File: src/fhbp_pkg.sv
// constants of the framer host bus port
// assumes one core clock; all host pins already synchronous to it
`default_nettype none

package fhbp_pkg;

  // =========================================================
  // bus widths
  localparam int ADDR_W       = 12;
  localparam int DATA_W       = 8;
  localparam int BANK_CNT     = 2;
  localparam int MUX_ADDR_LSB = 8;

  // =========================================================
  // variant address widths
  localparam int SEP_ADDR_W_SMALL = 11;
  localparam int SMALL_VARIANT    = 4;
  localparam int TWO_BANK_VARIANT = 16;

  // =========================================================
  // reset values
  localparam logic [ADDR_W-1:0]   ADDR_RST  = 12'h000;
  localparam logic [DATA_W-1:0]   DATA_RST  = 8'h00;
  localparam logic [BANK_CNT-1:0] BANK_IDLE = 2'h3;

  // =========================================================
  // timing
  localparam int CORE_CLK_HZ      = 10_000_000;
  localparam int RST_MIN_PCLK     = 2;

  // =========================================================
  // access sequencer
  typedef enum logic [1:0] {
    ST_IDLE,
    ST_READ,
    ST_WRITE
  } fhbp_state_e;

endpackage

`default_nettype wire

File: src/fhbp_host_port.sv
// framer host bus port: 8-bit processor port into the register space
// assumes host pins synchronous to core_clk_in; register file outside
`timescale 1ns/10ps
`default_nettype none

// Behaviour
// reset pin low then high returns registers to power-up and pio to inputs
// host holds reset pin low two or more active processor clock cycles
// internal power-on reset does the same initialisation as the pin
// system supplies a continuous system clock for internal timing
// host gives processor sampling clock between 8 and 36 MHz in sync mode
// sampling clock used only when timing strap is 1, else ignored
// timing strap 0: latches follow chip select, strobe, direction directly
// timing strap 1: sample selects and strobes on sampling clock rising edge
// bus strap 0: bus is data, address from pins, strobe is data strobe
// separate style: direction high is read, low is write
// bus strap 1: bus carries address and data, low address pins ignored
// multiplexed style: strobe is read strobe, direction is write strobe
// four-framer variant: eleven address bits separate, bits 10..8 multiplexed
// larger variants: twelve address bits separate, bits 11..8 multiplexed
// address latched on address strobe falling edge in every style
// chip select low enables decoding, high ends access and floats bus
// sixteen-framer variant has two chip selects, one per framer bank
// transfer acknowledge low while address strobe and chip select low
// interrupt pin low while any request pending, released when all serviced
// read data driven only while chip select and read strobe both active
module fhbp_host_port
  import fhbp_pkg::*;
#(
  parameter int FRAMER_COUNT = 16
)
(
  input  wire logic                core_clk_in,
  input  wire logic                rst_in,
  input  wire logic                hw_reset_n_in,
  input  wire logic                proc_sample_clk_in,
  input  wire logic                timing_select_in,
  input  wire logic                bus_style_select_in,
  input  wire logic [ADDR_W-1:0]   addr_pins_in,
  input  wire logic [DATA_W-1:0]   ad_in,
  output logic      [DATA_W-1:0]   ad_out,
  output logic                     ad_oe_out,
  input  wire logic                addr_strobe_n_in,
  input  wire logic                data_or_read_strobe_n_in,
  input  wire logic                dir_or_write_strobe_n_in,
  input  wire logic [BANK_CNT-1:0] chip_sel_bank_n_in,
  output logic      [BANK_CNT-1:0] xfer_ack_n_out,
  output logic      [BANK_CNT-1:0] xfer_ack_n_oe_out,
  input  wire logic [BANK_CNT-1:0] irq_pending_in,
  output logic      [BANK_CNT-1:0] irq_n_out,
  output logic      [BANK_CNT-1:0] irq_n_oe_out,
  output logic      [ADDR_W-1:0]   reg_addr_out,
  output logic                     reg_bank_out,
  output logic      [DATA_W-1:0]   reg_wdata_out,
  output logic                     reg_wr_out,
  output logic                     reg_rd_out,
  input  wire logic [DATA_W-1:0]   reg_rdata_in,
  output logic                     regs_init_out
);

  // =========================================================
  // variant decode
  localparam int SEP_ADDR_W = (FRAMER_COUNT == SMALL_VARIANT) ? SEP_ADDR_W_SMALL
                                                             : ADDR_W;
  localparam logic [ADDR_W-1:0] SEP_MASK = ADDR_W'((1 << SEP_ADDR_W) - 1);
  localparam logic [ADDR_W-1:0] MUX_MASK = SEP_MASK & ~ADDR_W'((1 << MUX_ADDR_LSB) - 1);
  localparam logic [BANK_CNT-1:0] BANK_USED =
    (FRAMER_COUNT == TWO_BANK_VARIANT) ? 2'h3 : 2'h1;

  // =========================================================
  // initialisation
  logic init_next;
  logic init_reg;

  always_comb
  begin
    init_next = rst_in | ~hw_reset_n_in;
  end

  always_ff @(posedge core_clk_in)
  begin
    init_reg <= init_next;
  end

  assign regs_init_out = init_reg;

  // =========================================================
  // pin sampling
  logic                pclk_prev_reg;
  logic                pclk_prev_next;
  logic                sample_en;
  logic [BANK_CNT-1:0] samp_cs_n_reg;
  logic [BANK_CNT-1:0] samp_cs_n_next;
  logic                samp_ds_n_reg;
  logic                samp_ds_n_next;
  logic                samp_dir_reg;
  logic                samp_dir_next;
  logic [DATA_W-1:0]   samp_ad_reg;
  logic [DATA_W-1:0]   samp_ad_next;

  always_comb
  begin
    pclk_prev_next = proc_sample_clk_in & timing_select_in;
    sample_en      = 1'b1;
    if (timing_select_in)
    begin
      sample_en = proc_sample_clk_in & ~pclk_prev_reg;
    end
    samp_cs_n_next = samp_cs_n_reg;
    samp_ds_n_next = samp_ds_n_reg;
    samp_dir_next  = samp_dir_reg;
    samp_ad_next   = samp_ad_reg;
    if (sample_en)
    begin
      samp_cs_n_next = chip_sel_bank_n_in | ~BANK_USED;
      samp_ds_n_next = data_or_read_strobe_n_in;
      samp_dir_next  = dir_or_write_strobe_n_in;
      samp_ad_next   = ad_in;
    end
    if (init_reg)
    begin
      samp_cs_n_next = BANK_IDLE;
      samp_ds_n_next = 1'b1;
      samp_dir_next  = 1'b1;
      samp_ad_next   = DATA_RST;
    end
  end

  always_ff @(posedge core_clk_in)
  begin
    pclk_prev_reg <= pclk_prev_next;
    samp_cs_n_reg <= samp_cs_n_next;
    samp_ds_n_reg <= samp_ds_n_next;
    samp_dir_reg  <= samp_dir_next;
    samp_ad_reg   <= samp_ad_next;
  end

  // =========================================================
  // address latch
  logic              as_prev_reg;
  logic              as_prev_next;
  logic [ADDR_W-1:0] addr_reg;
  logic [ADDR_W-1:0] addr_next;

  always_comb
  begin
    as_prev_next = addr_strobe_n_in;
    addr_next    = addr_reg;
    if (as_prev_reg & ~addr_strobe_n_in)
    begin
      if (bus_style_select_in)
      begin
        addr_next = (addr_pins_in & MUX_MASK) | {{(ADDR_W-DATA_W){1'b0}}, ad_in};
      end
      else
      begin
        addr_next = addr_pins_in & SEP_MASK;
      end
    end
    if (init_reg)
    begin
      as_prev_next = 1'b1;
      addr_next    = ADDR_RST;
    end
  end

  always_ff @(posedge core_clk_in)
  begin
    as_prev_reg <= as_prev_next;
    addr_reg    <= addr_next;
  end

  // =========================================================
  // access sequencer
  fhbp_state_e       state_reg;
  fhbp_state_e       state_next;
  logic              cs_act;
  logic              bank_sel;
  logic              rd_req;
  logic              wr_req;
  logic              bank_reg;
  logic              bank_next;
  logic [DATA_W-1:0] wdata_reg;
  logic [DATA_W-1:0] wdata_next;
  logic [DATA_W-1:0] rdata_reg;
  logic [DATA_W-1:0] rdata_next;
  logic              oe_reg;
  logic              oe_next;
  logic              rd_pulse_reg;
  logic              rd_pulse_next;
  logic              wr_pulse_reg;
  logic              wr_pulse_next;
  logic [ADDR_W-1:0] raddr_reg;
  logic [ADDR_W-1:0] raddr_next;

  always_comb
  begin
    cs_act   = ~(&samp_cs_n_reg);
    bank_sel = samp_cs_n_reg[0];
    if (bus_style_select_in)
    begin
      rd_req = cs_act & ~samp_ds_n_reg;
      wr_req = cs_act & ~samp_dir_reg;
    end
    else
    begin
      rd_req = cs_act & ~samp_ds_n_reg & samp_dir_reg;
      wr_req = cs_act & ~samp_ds_n_reg & ~samp_dir_reg;
    end
    state_next    = state_reg;
    bank_next     = bank_reg;
    wdata_next    = wdata_reg;
    rdata_next    = rdata_reg;
    raddr_next    = raddr_reg;
    rd_pulse_next = 1'b0;
    wr_pulse_next = 1'b0;
    case (state_reg)
      ST_IDLE:
      begin
        if (rd_req)
        begin
          state_next    = ST_READ;
          bank_next     = bank_sel;
          raddr_next    = addr_reg;
          rd_pulse_next = 1'b1;
        end
        else if (wr_req)
        begin
          state_next = ST_WRITE;
          bank_next  = bank_sel;
          raddr_next = addr_reg;
          wdata_next = samp_ad_reg;
        end
      end
      ST_READ:
      begin
        rdata_next = reg_rdata_in;
        if (!rd_req)
        begin
          state_next = ST_IDLE;
        end
      end
      ST_WRITE:
      begin
        if (wr_req)
        begin
          wdata_next = samp_ad_reg;
        end
        else
        begin
          state_next    = ST_IDLE;
          wr_pulse_next = 1'b1;
        end
      end
      default:
      begin
        state_next = ST_IDLE;
      end
    endcase
    oe_next = (state_next == ST_READ) & rd_req;
    if (init_reg)
    begin
      state_next    = ST_IDLE;
      bank_next     = 1'b0;
      wdata_next    = DATA_RST;
      rdata_next    = DATA_RST;
      raddr_next    = ADDR_RST;
      oe_next       = 1'b0;
      rd_pulse_next = 1'b0;
      wr_pulse_next = 1'b0;
    end
  end

  always_ff @(posedge core_clk_in)
  begin
    state_reg    <= state_next;
    bank_reg     <= bank_next;
    wdata_reg    <= wdata_next;
    rdata_reg    <= rdata_next;
    raddr_reg    <= raddr_next;
    oe_reg       <= oe_next;
    rd_pulse_reg <= rd_pulse_next;
    wr_pulse_reg <= wr_pulse_next;
  end

  assign ad_out        = rdata_reg;
  assign ad_oe_out     = oe_reg;
  assign reg_addr_out  = raddr_reg;
  assign reg_bank_out  = bank_reg;
  assign reg_wdata_out = wdata_reg;
  assign reg_rd_out    = rd_pulse_reg;
  assign reg_wr_out    = wr_pulse_reg;

  // =========================================================
  // per-bank open-drain outputs
  genvar b;
  generate
    for (b = 0; b < BANK_CNT; b++)
    begin : g_bank
      logic ack_oe_reg;
      logic ack_oe_next;
      logic irq_oe_reg;
      logic irq_oe_next;

      always_comb
      begin
        ack_oe_next = BANK_USED[b] & ~addr_strobe_n_in & ~chip_sel_bank_n_in[b];
        irq_oe_next = BANK_USED[b] & irq_pending_in[b];
        if (init_reg)
        begin
          ack_oe_next = 1'b0;
          irq_oe_next = 1'b0;
        end
      end

      always_ff @(posedge core_clk_in)
      begin
        ack_oe_reg <= ack_oe_next;
        irq_oe_reg <= irq_oe_next;
      end

      assign xfer_ack_n_out[b]    = 1'b0;
      assign xfer_ack_n_oe_out[b] = ack_oe_reg;
      assign irq_n_out[b]         = 1'b0;
      assign irq_n_oe_out[b]      = irq_oe_reg;
    end
  endgenerate

endmodule

`default_nettype wire

File: config.mk
export PLATFORM = sky130hd
export DESIGN_NAME = fhbp_host_port
export DESIGN_NICKNAME = d
export VERILOG_FILES = /design/src/fhbp_pkg.sv /design/src/fhbp_host_port.sv
export SDC_FILE = /design/constraint.sdc
export NUM_CORES = 1
export LEC_CHECK = 0
export BUFFER_PORTS_ARGS = -buffer_cell sky130_fd_sc_hd__buf_4
export CELL_PAD_IN_SITES_DETAIL_PLACEMENT = 1
export CELL_PAD_IN_SITES_GLOBAL_PLACEMENT = 2
export CORE_UTILIZATION = 27
export CTS_CLUSTER_DIAMETER = 80
export DETAILED_ROUTE_END_ITERATION = 6
export GPL_TIMING_DRIVEN = 0
export PLACE_DENSITY_LB_ADDON = 0.05
export SYNTH_ARGS = -nofsm -noshare
export SYNTH_HDL_FRONTEND = slang
export SYNTH_SLANG_ARGS = --single-unit
File: constraint.sdc
create_clock -name core_clk_in -period 1.3 [get_ports core_clk_in]
set_input_delay 0.26 -clock core_clk_in [delete_from_list [all_inputs] [get_ports core_clk_in]]
set_output_delay 0.26 -clock core_clk_in [all_outputs]
set_load 0.02 [all_outputs]
Word-level counts from Yosys, hierarchy flattened
Cells that the tools add are included.

operators by class
  eq/ne operators = 4
  bitwise operators = 22
  muxes and demuxes = 18
  reduce and logical (&&, ||, !) cells = 8

operators by type and width
  cell                  number
  $mux W12              3
  $mux W8               2
  $pmux W8 S2           1
  $or A12 B8 Y12        1
  $and A1 B1 Y1         10
  $not A1 Y1            10
  $mux W2               4
  $mux W1               7
  $pmux W2 S3           1
  $reduce_and A2 Y1     3
  $eq A2 B1 Y1 const B  2
  $reduce_bool A2 Y1    2
  $reduce_or A2 Y1      2
  $eq A2 B2 Y1 const B  1
  $logic_not A2 Y1      1
  $ne A2 B2 Y1 const B  1
  $or A1 B1 Y1          1

word-level totals
  register bits after elaboration = 65

Depth between registers and ports, before layout
Gate-level depths: netlist (run 1).

  word-level depth = 10
  mapped depth = 6
  depth with buffers taken out = 4

Least setup slack after synthesis (run 1)
Ideal clock, no wire load.

  path type = register to register
  start point = register samp_dir_reg
  end point = register raddr_reg[3], in the netlist reg_addr_out[3]
  path buffers = 1
  required time = 1.172 ns
  arrival = 1.289 ns
  stages on the path, launching flop included = 6
  setup time = 0.128 ns
  path slack = -0.117 ns
  path through = dfxtp_1 -> nand2b_1 -> a211oi_4 -> buf_6 -> mux2i_1 -> nor2_1

on the way
  longest elaborated chain between the ends = 5
  elaborated cells between the ends (all ways) = 9

RTL lines
  element                           RTL line                                      RTL
  from (decl)                       fhbp_host_port.sv:96                          logic samp_dir_reg;
  from (signal assigned)            fhbp_host_port.sv:134                         samp_dir_reg <= samp_dir_next;
  $not A1 Y1                        fhbp_host_port.sv:203, fhbp_host_port.sv:208
  $and A1 B1 Y1 (on tied branches)  fhbp_host_port.sv:208, fhbp_host_port.sv:203
  $mux W1                           fhbp_host_port.sv:200                         if (bus_style_select_in)
  $reduce_bool A2 Y1 (no line)      n/a
  $reduce_and A2 Y1 (no line)       n/a
  to (signal assigned)              fhbp_host_port.sv:280                         raddr_reg <= raddr_next;
  to (decl)                         fhbp_host_port.sv:193                         logic [ADDR_W-1:0] raddr_reg;

Several ways; a longest one is shown, not always the timed one.
A chain may end at the register's enable or synchronous reset.

Worst setup path in the final report (run 1)
  start point = register samp_cs_n_reg[1]
  end point = register state_reg[1]

on the way
  longest elaborated chain between the ends = 8
  elaborated cells between the ends (all ways) = 13

RTL lines
  element                 RTL line                                                             RTL
  from (decl)             fhbp_host_port.sv:92                                                 logic [BANK_CNT-1:0] samp_cs_n_reg;
  from (signal assigned)  fhbp_host_port.sv:132                                                samp_cs_n_reg <= samp_cs_n_next;
  $reduce_and A2 Y1 (*)   fhbp_host_port.sv:198                                                cs_act = ~(&samp_cs_n_reg);
  $not A1 Y1 (*)          fhbp_host_port.sv:198
  $and A1 B1 Y1           fhbp_host_port.sv:202, fhbp_host_port.sv:207, fhbp_host_port.sv:208
  $and A1 B1 Y1           fhbp_host_port.sv:208                                                wr_req = cs_act & ~samp_ds_n_reg & ~samp_dir_reg;
  $mux W1                 fhbp_host_port.sv:200
  $mux W2                 fhbp_host_port.sv:227                                                else if (wr_req)
  $mux W2                 fhbp_host_port.sv:220                                                if (rd_req)
  $pmux W2 S3 (*)         fhbp_host_port.sv:217                                                case (state_reg)
  to (signal assigned)    fhbp_host_port.sv:276                                                state_reg <= state_next;
  to (decl)               fhbp_host_port.sv:175                                                fhbp_state_e state_reg;

Mark *: on every way between the ends. The rest lies on a longest branch, timed or not.

==> results.md, run 1 <==
- GRT Overall Usage: 13.8%
- Total design power: 3.97 mW
- Overflow after GRT: 0
- Clock Skews: 9.47 ps
- Syn. warnings: 0
- Vias: 1920
- Multi-input logic area: 0.00105 sq mm
- Reg area: 0.00131 sq mm
- Final net count: 374
- Antenna viol nets, final: 0
- Fill count: 1024
- EDFF count, synth: 0
- P_leak: 1.59 nW
- Worst reg-to-reg path cell count: 5
- Vias per inst: 4.32
- Power Density: 1140 mW/mm^2
- CP required: 1510 ps
- Die area: 0.00958 sq mm
- Slew margin rel.: 63.7%
- Largest net degree at the start of global routing: 11
- Synth unique cells: 24
- Setup violations, final: 22
- VDD IR max: 0.000493 V
- Worst Setup EP: state_reg[1]$_SDFF_PP0_
- Pre-antenna DRT Iters: 7
- Yosys reg bits: 65
- CP Launch Type: register
- First-pass GRT wire length: 10000 um
- Routability congestion estimate: 0.723
- Mapped Avg Cell Area: 10.4 sq um
- Crit path time final: 1460 ps
- Most Crowded Layer GR: met2
- Reg2reg setup slack: -160 ps
- Post-DR wirelength/cell: 14.0 um
- Sequential share of the synthesized area: 52.4%
- Synth top area share: 52.4%
- Max-slew violations: 0
- Die height: 97.9 um
- Critical path class: reg -> reg
- CP Data Arrival Time: 1660 ps
- Final hold viol count: 0
- Sink Count: 65
- Met3 usage: 4.80%
- Worst Setup End Kind: register
- Maxcap violations: 0
- Worst skew pair latency: 340 ps
- PnR worst setup slack: -156 ps
- Initial DRC count: 40
- Status: finished, violations left
- Worst Tran Pin Value: 544 ps
- CTS tree: done
- Largest cells by area after synthesis: dfxtp_1 (52%), mux2i_1 (20%), nor2_1 (7.7%)
- Core box area: 0.00881 sq mm
- RSZ-0062 raised after global routing: true
- DRC: 5
- Area leader, netlist: dfxtp_1
- Num CTS Buffers: 9
- Row Count: 34
- Async SR Flop Fraction: 0%
- Main synth FF type: dfxtp_1
- GRT met1 Usage: 16.5%
- Die W: 97.9 um
- Ports: 82
- Worst-path clk slew: 70 ps
- Ant diodes: 0
- P&R area growth vs syn: 39.7%
- Crit-path max FO: 9
- Port Buffers: 77
- Tcrit/Tclk final: 112%
- Root buffer cell: clkbuf_8
- Mapped Cells: 238
- Share of cells above drive strength 1: 37.2%
- Max H-tree Level: 3
- Initial Utilization: 28.2%
- Worst r2r dst: state_reg[1]$_SDFF_PP0_
- Initial antenna violation count: 0
- Failing checks: design-rule violations, negative setup slack
- Cell area after synthesis: 0.00248 sq mm
- CTS Buffer Depth: 2
- Fmax: 687 MHz
- Final Hold Slack: 67.6 ps
- M2 GR Usage: 22.9%
- Vias in the first global route: 2035
- Hpwl dp: 4310 um
- Crit. Startpoint: samp_cs_n_reg[1]$_SDFFE_PP1P_
- Hold WC Path Type: in -> reg
- Routed WL: 6190 um
- Worst R2R Start: samp_cs_n_reg[1]$_SDFFE_PP1P_
## repair_timing
item / CTS / global route
gates cloned: 0 / 1
setup buffers: 5 / 2
endpoints found under the hold margin: 0 / 0
setup endpoints to repair: 55 / 50
pin swaps: 2 / 1
gates resized for setup: 15 / 11
hold buffers: 0 / 0
## critical path, stage by stage, from the launching register on
cell     delay [ps]
dfxtp_2         320
a21o_1          200
or3_4           360
nor4b_4         150
buf_12          160
nor2b_1         120
## stage by stage
stage / cells / utilization [%] / setup TNS, ps / instance area, sq um / setup WS (ps)
after detailed placement: 426 / 36.5 / -15350 / 3210 / -388
after global routing: 444 / 39.4 / -3080 / 3470 / -238
after global placement: 426 / 36.5 / -15530 / 3210 / -395
after CTS: 443 / 39.1 / -2100 / 3440 / -165
after floorplan: 241 / - / -1190 / 2500 / -75.1
final: 444 / 39.4 / -1480 / 3470 / -156
## how the worst min path moves through the flow
stage                           from                         endpoint  slack (ps)  cells after the start
2_1_floorplan  chip_sel_bank_n_in[0]  g_bank[0].ack_oe_reg$_SDFF_PP0_         330                      1
3_3_place_gp           hw_reset_n_in            regs_init_out$_DFF_P_         430                      2
3_5_place_dp   chip_sel_bank_n_in[1]  g_bank[1].ack_oe_reg$_SDFF_PP0_         440                      2
4_1_cts                hw_reset_n_in            regs_init_out$_DFF_P_          60                      2
5_1_grt        chip_sel_bank_n_in[1]  g_bank[1].ack_oe_reg$_SDFF_PP0_          60                      2
6_report               hw_reset_n_in            regs_init_out$_DFF_P_          70                      2
## area by class of cell
type	count	share of cell area (%)
Clock buffer	11	4.37
Inverter	5	0.541
Timing Repair Buffer	82	18.5
Buffer	21	4.22
Sequential cell	65	37.7
Tap cell	108	3.90
Clock inverter	3	0.505
Multi-Input combinational cell	149	30.2
## layout by cell type (no fill, tap or decap), types with 4 or more instances in the layout
master     n
inv_1      5
mux2i_1   49
buf_4     86
clkbuf_8  11
nand2b_1  18
conb_1     4
dfxtp_1   61
buf_6      5
nor2b_1    4
a211o_1    4
nor2_1    51
a211oi_1   8
## routing by layer
metal | vias to the layer above | share of wire (%)
li1 | 965 | -
met1 | 897 | 46
met2 | 48 | 47
met3 | 10 | 5.1
met4 | 0 | 1.5
met5 | - | 0
## logic make-up after synthesis
| group | synth area share [%] |
|---|---|
| flip-flops | 52.4 |
| other | 0.151 |
| AO/OA/AOI/OAI | 5.39 |
| buffers and inverters | 6.30 |
| multiplexers | 19.8 |
| AND/OR/NAND/NOR | 16.0 |
## synth_stat cells (2+ instances only)
cell	number
dfxtp_1	65
buf_4	8
nor2b_1	4
a211o_1	4
clkbuf_1	8
buf_2	2
nand2b_1	19
buf_6	3
mux2i_1	49
a211oi_1	8
inv_1	5
nor2_1	51
## power by group
part | total, mW | internal [mW] | switching (mW) | leakage (nW)
registers | 2.06 | 2.03 | 0.0262 | 0.527
clock network | 1.52 | 0.768 | 0.752 | 0.0871
logic | 0.388 | 0.206 | 0.182 | 0.974
(Power assumes the default switching activity.)
==> inputs of run 2 (changes only) <==
--- a/config.mk
+++ b/config.mk
@@ -5,10 +5,11 @@
 export SDC_FILE = /design/constraint.sdc
 export NUM_CORES = 1
 export LEC_CHECK = 0
+export ABC_AREA = 1
 export BUFFER_PORTS_ARGS = -buffer_cell sky130_fd_sc_hd__buf_4
 export CELL_PAD_IN_SITES_DETAIL_PLACEMENT = 1
 export CELL_PAD_IN_SITES_GLOBAL_PLACEMENT = 2
-export CORE_UTILIZATION = 27
+export CORE_UTILIZATION = 25
 export CTS_CLUSTER_DIAMETER = 80
 export DETAILED_ROUTE_END_ITERATION = 6
 export GPL_TIMING_DRIVEN = 0
==> results.md, run 2 <==
- Status: completed
- CTS tree: done
- Postcts setup bufs: 0 (-5)
- Setup violations, final: 0 (-100%)
- Mapped Avg Cell Area: 7.78 sq um (-25%)
- Sequential share of the synthesized area: 49.9% (-2.5 points)
- Max H-tree Level: 3 (unchanged)
- Pre-antenna DRT Iters: 4 (-3)
- Syn. warnings: 0 (unchanged)
- Share of cells above drive strength 1: 32.3% (-4.9 points)
- Reg power frac: 48.3% (-3.6 points)
- Worst skew pair latency: 340 ps (about the same)
- Core box area: 0.00995 sq mm (+13%)
- First-pass GRT wire length: 12100 um (+21%)
- DP Worst Slack: -241 ps (+146 ps)
- Clk pwr share: 41.9% (+3.6 points)
- Main synth FF type: dfxtp_1
- Initial Utilization: 26.2% (-2.0 points)
- Worst R2R Start: samp_cs_n_reg[0]$_SDFFE_PP1P_
- Largest cells by area after synthesis: dfxtp_1 (50%), nor2_1 (9.4%), nand2_1 (6.2%)
- Routed WL: 7310 um (+18%)
- Vias: 2387 (+24%)
- Die W: 104 um (+6.3%)
- Comb power frac: 9.8% (about the same)
- Initial DRC count: 48 (+20%)
- Yosys reg bits: 65 (unchanged)
- Async SR Flop Fraction: 0% (unchanged)
- Hold_buf cts: 0 (unchanged)
- Hold path cells: 2 (unchanged)
- Hold endpoint: regs_init_out$_DFF_P_
- Synth unique cells: 25 (+4.2%)
- Overflow after GRT: 0 (unchanged)
- HP Start: hw_reset_n_in
- Initial antenna violation count: 0 (unchanged)
- Worst r2r dst: reg_addr_out[5]$_SDFFE_PP0P_
- CP Data Arrival Time: 1430 ps (-230 ps)
- P&R area growth vs syn: 38.0%
- Power Density: 1190 mW/mm^2 (+4.3%)
- Fmax: 838 MHz (+22%)
- RSZ-0062 raised after global routing: false
- Num CTS Buffers: 9 (unchanged)
- CP Launch Type: register
- Critical path class: reg -> reg
- Vias per inst: 4.24 (-2.0%)
- Largest net degree at the start of global routing: 11 (unchanged)
- Final net count: 466 (+25%)
- Maxcap violations: 0 (unchanged)
- Worst-path clk slew: 70 ps (about the same)
- Placed insts: 547 (+28%)
- Ant diodes: 0 (unchanged)
- Root buffer cell: clkbuf_8
- EDFF count, synth: 0 (unchanged)
- Die height: 104 um (+6.3%)
- Area leader, netlist: dfxtp_1
- Antenna viol nets, final: 0 (unchanged)
- Crit-path max FO: 10 (+1)
- Hold WC Path Type: in -> reg
- Synth top area share: 49.9% (-2.5 points)
- Hpwl dp: 5520 um (+28%)
- Reg2reg setup slack: 110 ps (+260 ps)
- Synth cell count leaders: dfxtp_1 (65), nor2_1 (65), nand2_1 (43)
- Sink Count: 65 (unchanged)
- Net switching power: 1.02 mW (+5.8%)
- Worst reg-to-reg path cell count: 7 (+2)
- Crit path time final: 1190 ps (-263 ps)
- Final hold viol count: 0 (unchanged)
- Worst Setup End Kind: register
- CP required: 1530 ps (+20 ps)
- CTS Buffer Depth: 2 (unchanged)
- Most frequent cells in the layout: buf_4 (84), nor2_1 (65), dfxtp_1 (62), nand2_1 (42), inv_1 (33)
- Mapped Cells: 335 (+41%)
- Internal: 3.27 mW (+8.8%)
- Vias in the first global route: 2344 (+15%)
- Routability congestion estimate: 0.713 (-1.5%)
- Max-slew violations: 0 (unchanged)
- Port Buffers: 76 (-1.3%)
- P_leak: 1.69 nW (+6.5%)
- PnR worst setup slack: 107 ps (+263 ps)
- Cell area after synthesis: 0.00261 sq mm (+5.0%)
- DRC: 0 (-5)
- Tcrit/Tclk final: 91.8% (-20 points)
- GRT Overall Usage: 14.3% (+0.54 points)
- VDD IR max: 0.000556 V (+13%)
- Switching share of power: 23.7% (-0.52 points)
- Non-filler instance count after layout: 563 (+27%)
- Ports: 82 (unchanged)
- Post-DR wirelength/cell: 13.0 um (-6.9%)
- Clock Skews: 10.3 ps (+0.835 ps)
- Die area: 0.0108 sq mm (+13%)
- Row Count: 36 (+5.9%)
- Commonest non-fill, non-tap cell in the layout: buf_4
-- run 2: cell types whose count changed in the layout (fill, tap and decap cells not counted), sizes merged, moves of 19 or more --
cell	delta
a21oi	+36
inv	+31
mux2i	-49
nand2	+47
nand2b	-19
nand3	+26
o21ai	+29
-- run 2: final cells by class --
class	instances	area [sq um]
Buffer	24	185
Clock buffer	14	173
Clock inverter	2	35.0
Fill cell	1230	6360
Inverter	36	143
Multi-Input combinational cell	213	1020
Sequential cell	65	1310
Tap cell	133	166
Timing Repair Buffer	76	571
-- run 2: stage by stage --
step | TNS, ps | cell area (sq um) | util [%] | power, mW | hold WS (ps)
floorplan | 0 | 2620 | - | 2.34 | 329
global placement | -6200 | 3350 | 33.7 | 2.53 | 430
detailed placement | -6680 | 3350 | 33.7 | 2.54 | 429
CTS | 0 | 3570 | 35.9 | 4.37 | 51.8
global route | 0 | 3600 | 36.1 | 4.50 | 72.8
finish | 0 | 3600 | 36.1 | 4.29 | 72.6
-- run 2: worst max path at each step --
stage	slack [ps]	start	to
floorplan	130	regs_init_out$_DFF_P_	samp_cs_n_reg[0]$_SDFFE_PP1P_
global placement	-230	regs_init_out$_DFF_P_	reg_wdata_out[7]$_SDFFE_PP0P_
detailed placement	-240	regs_init_out$_DFF_P_	reg_wdata_out[7]$_SDFFE_PP0P_
CTS	20	pclk_prev_reg$_DFF_P_	samp_cs_n_reg[1]$_SDFFE_PP1P_
global route	7	samp_cs_n_reg[0]$_SDFFE_PP1P_	reg_addr_out[10]$_SDFFE_PP0P_
finish	110	samp_cs_n_reg[0]$_SDFFE_PP1P_	reg_addr_out[5]$_SDFFE_PP0P_
-- run 2: power by group through the flow --
stage	Clock, mW	Sequential [mW]	Combinational (mW)
2_1_floorplan	0	2.12	0.219
3_3_place_gp	0	2.11	0.416
3_5_place_dp	0	2.11	0.421
4_1_cts	1.87	2.07	0.426
5_1_grt	1.95	2.07	0.476
6_report	1.80	2.07	0.421
-- run 2: logic make-up after synthesis --
family,count (synthesis),synth area share (%)
flops,65,49.9
other cells,1,0.144
compound gates,66,13.8
buf+inv,60,11.7
simple gates,143,24.4
-- run 2: routing by layer --
layer	vias to the layer above	wire, um	global-route usage [%]
met5	-	0	0
met1	1093	3600	19.1
met2	57	3240	21.9
met4	0	57	3.98
met3	4	415	4.82
li1	1233	-	-
-- run 2: repair_timing --
action,4_1_cts,5_1_grt
gates resized for setup,8,13
setup endpoints to repair,47,32
gates cloned,0,0
endpoints found under the hold margin,0,0
-- run 2: critical path, cell delays in order (launching register included) --
cell	delay, ps
dfxtp_2	340
nand2_1	120
nand3_4	130
nand2_1	100
nand2_2	80
buf_6	160
nor2_1	100
nor2_1	60
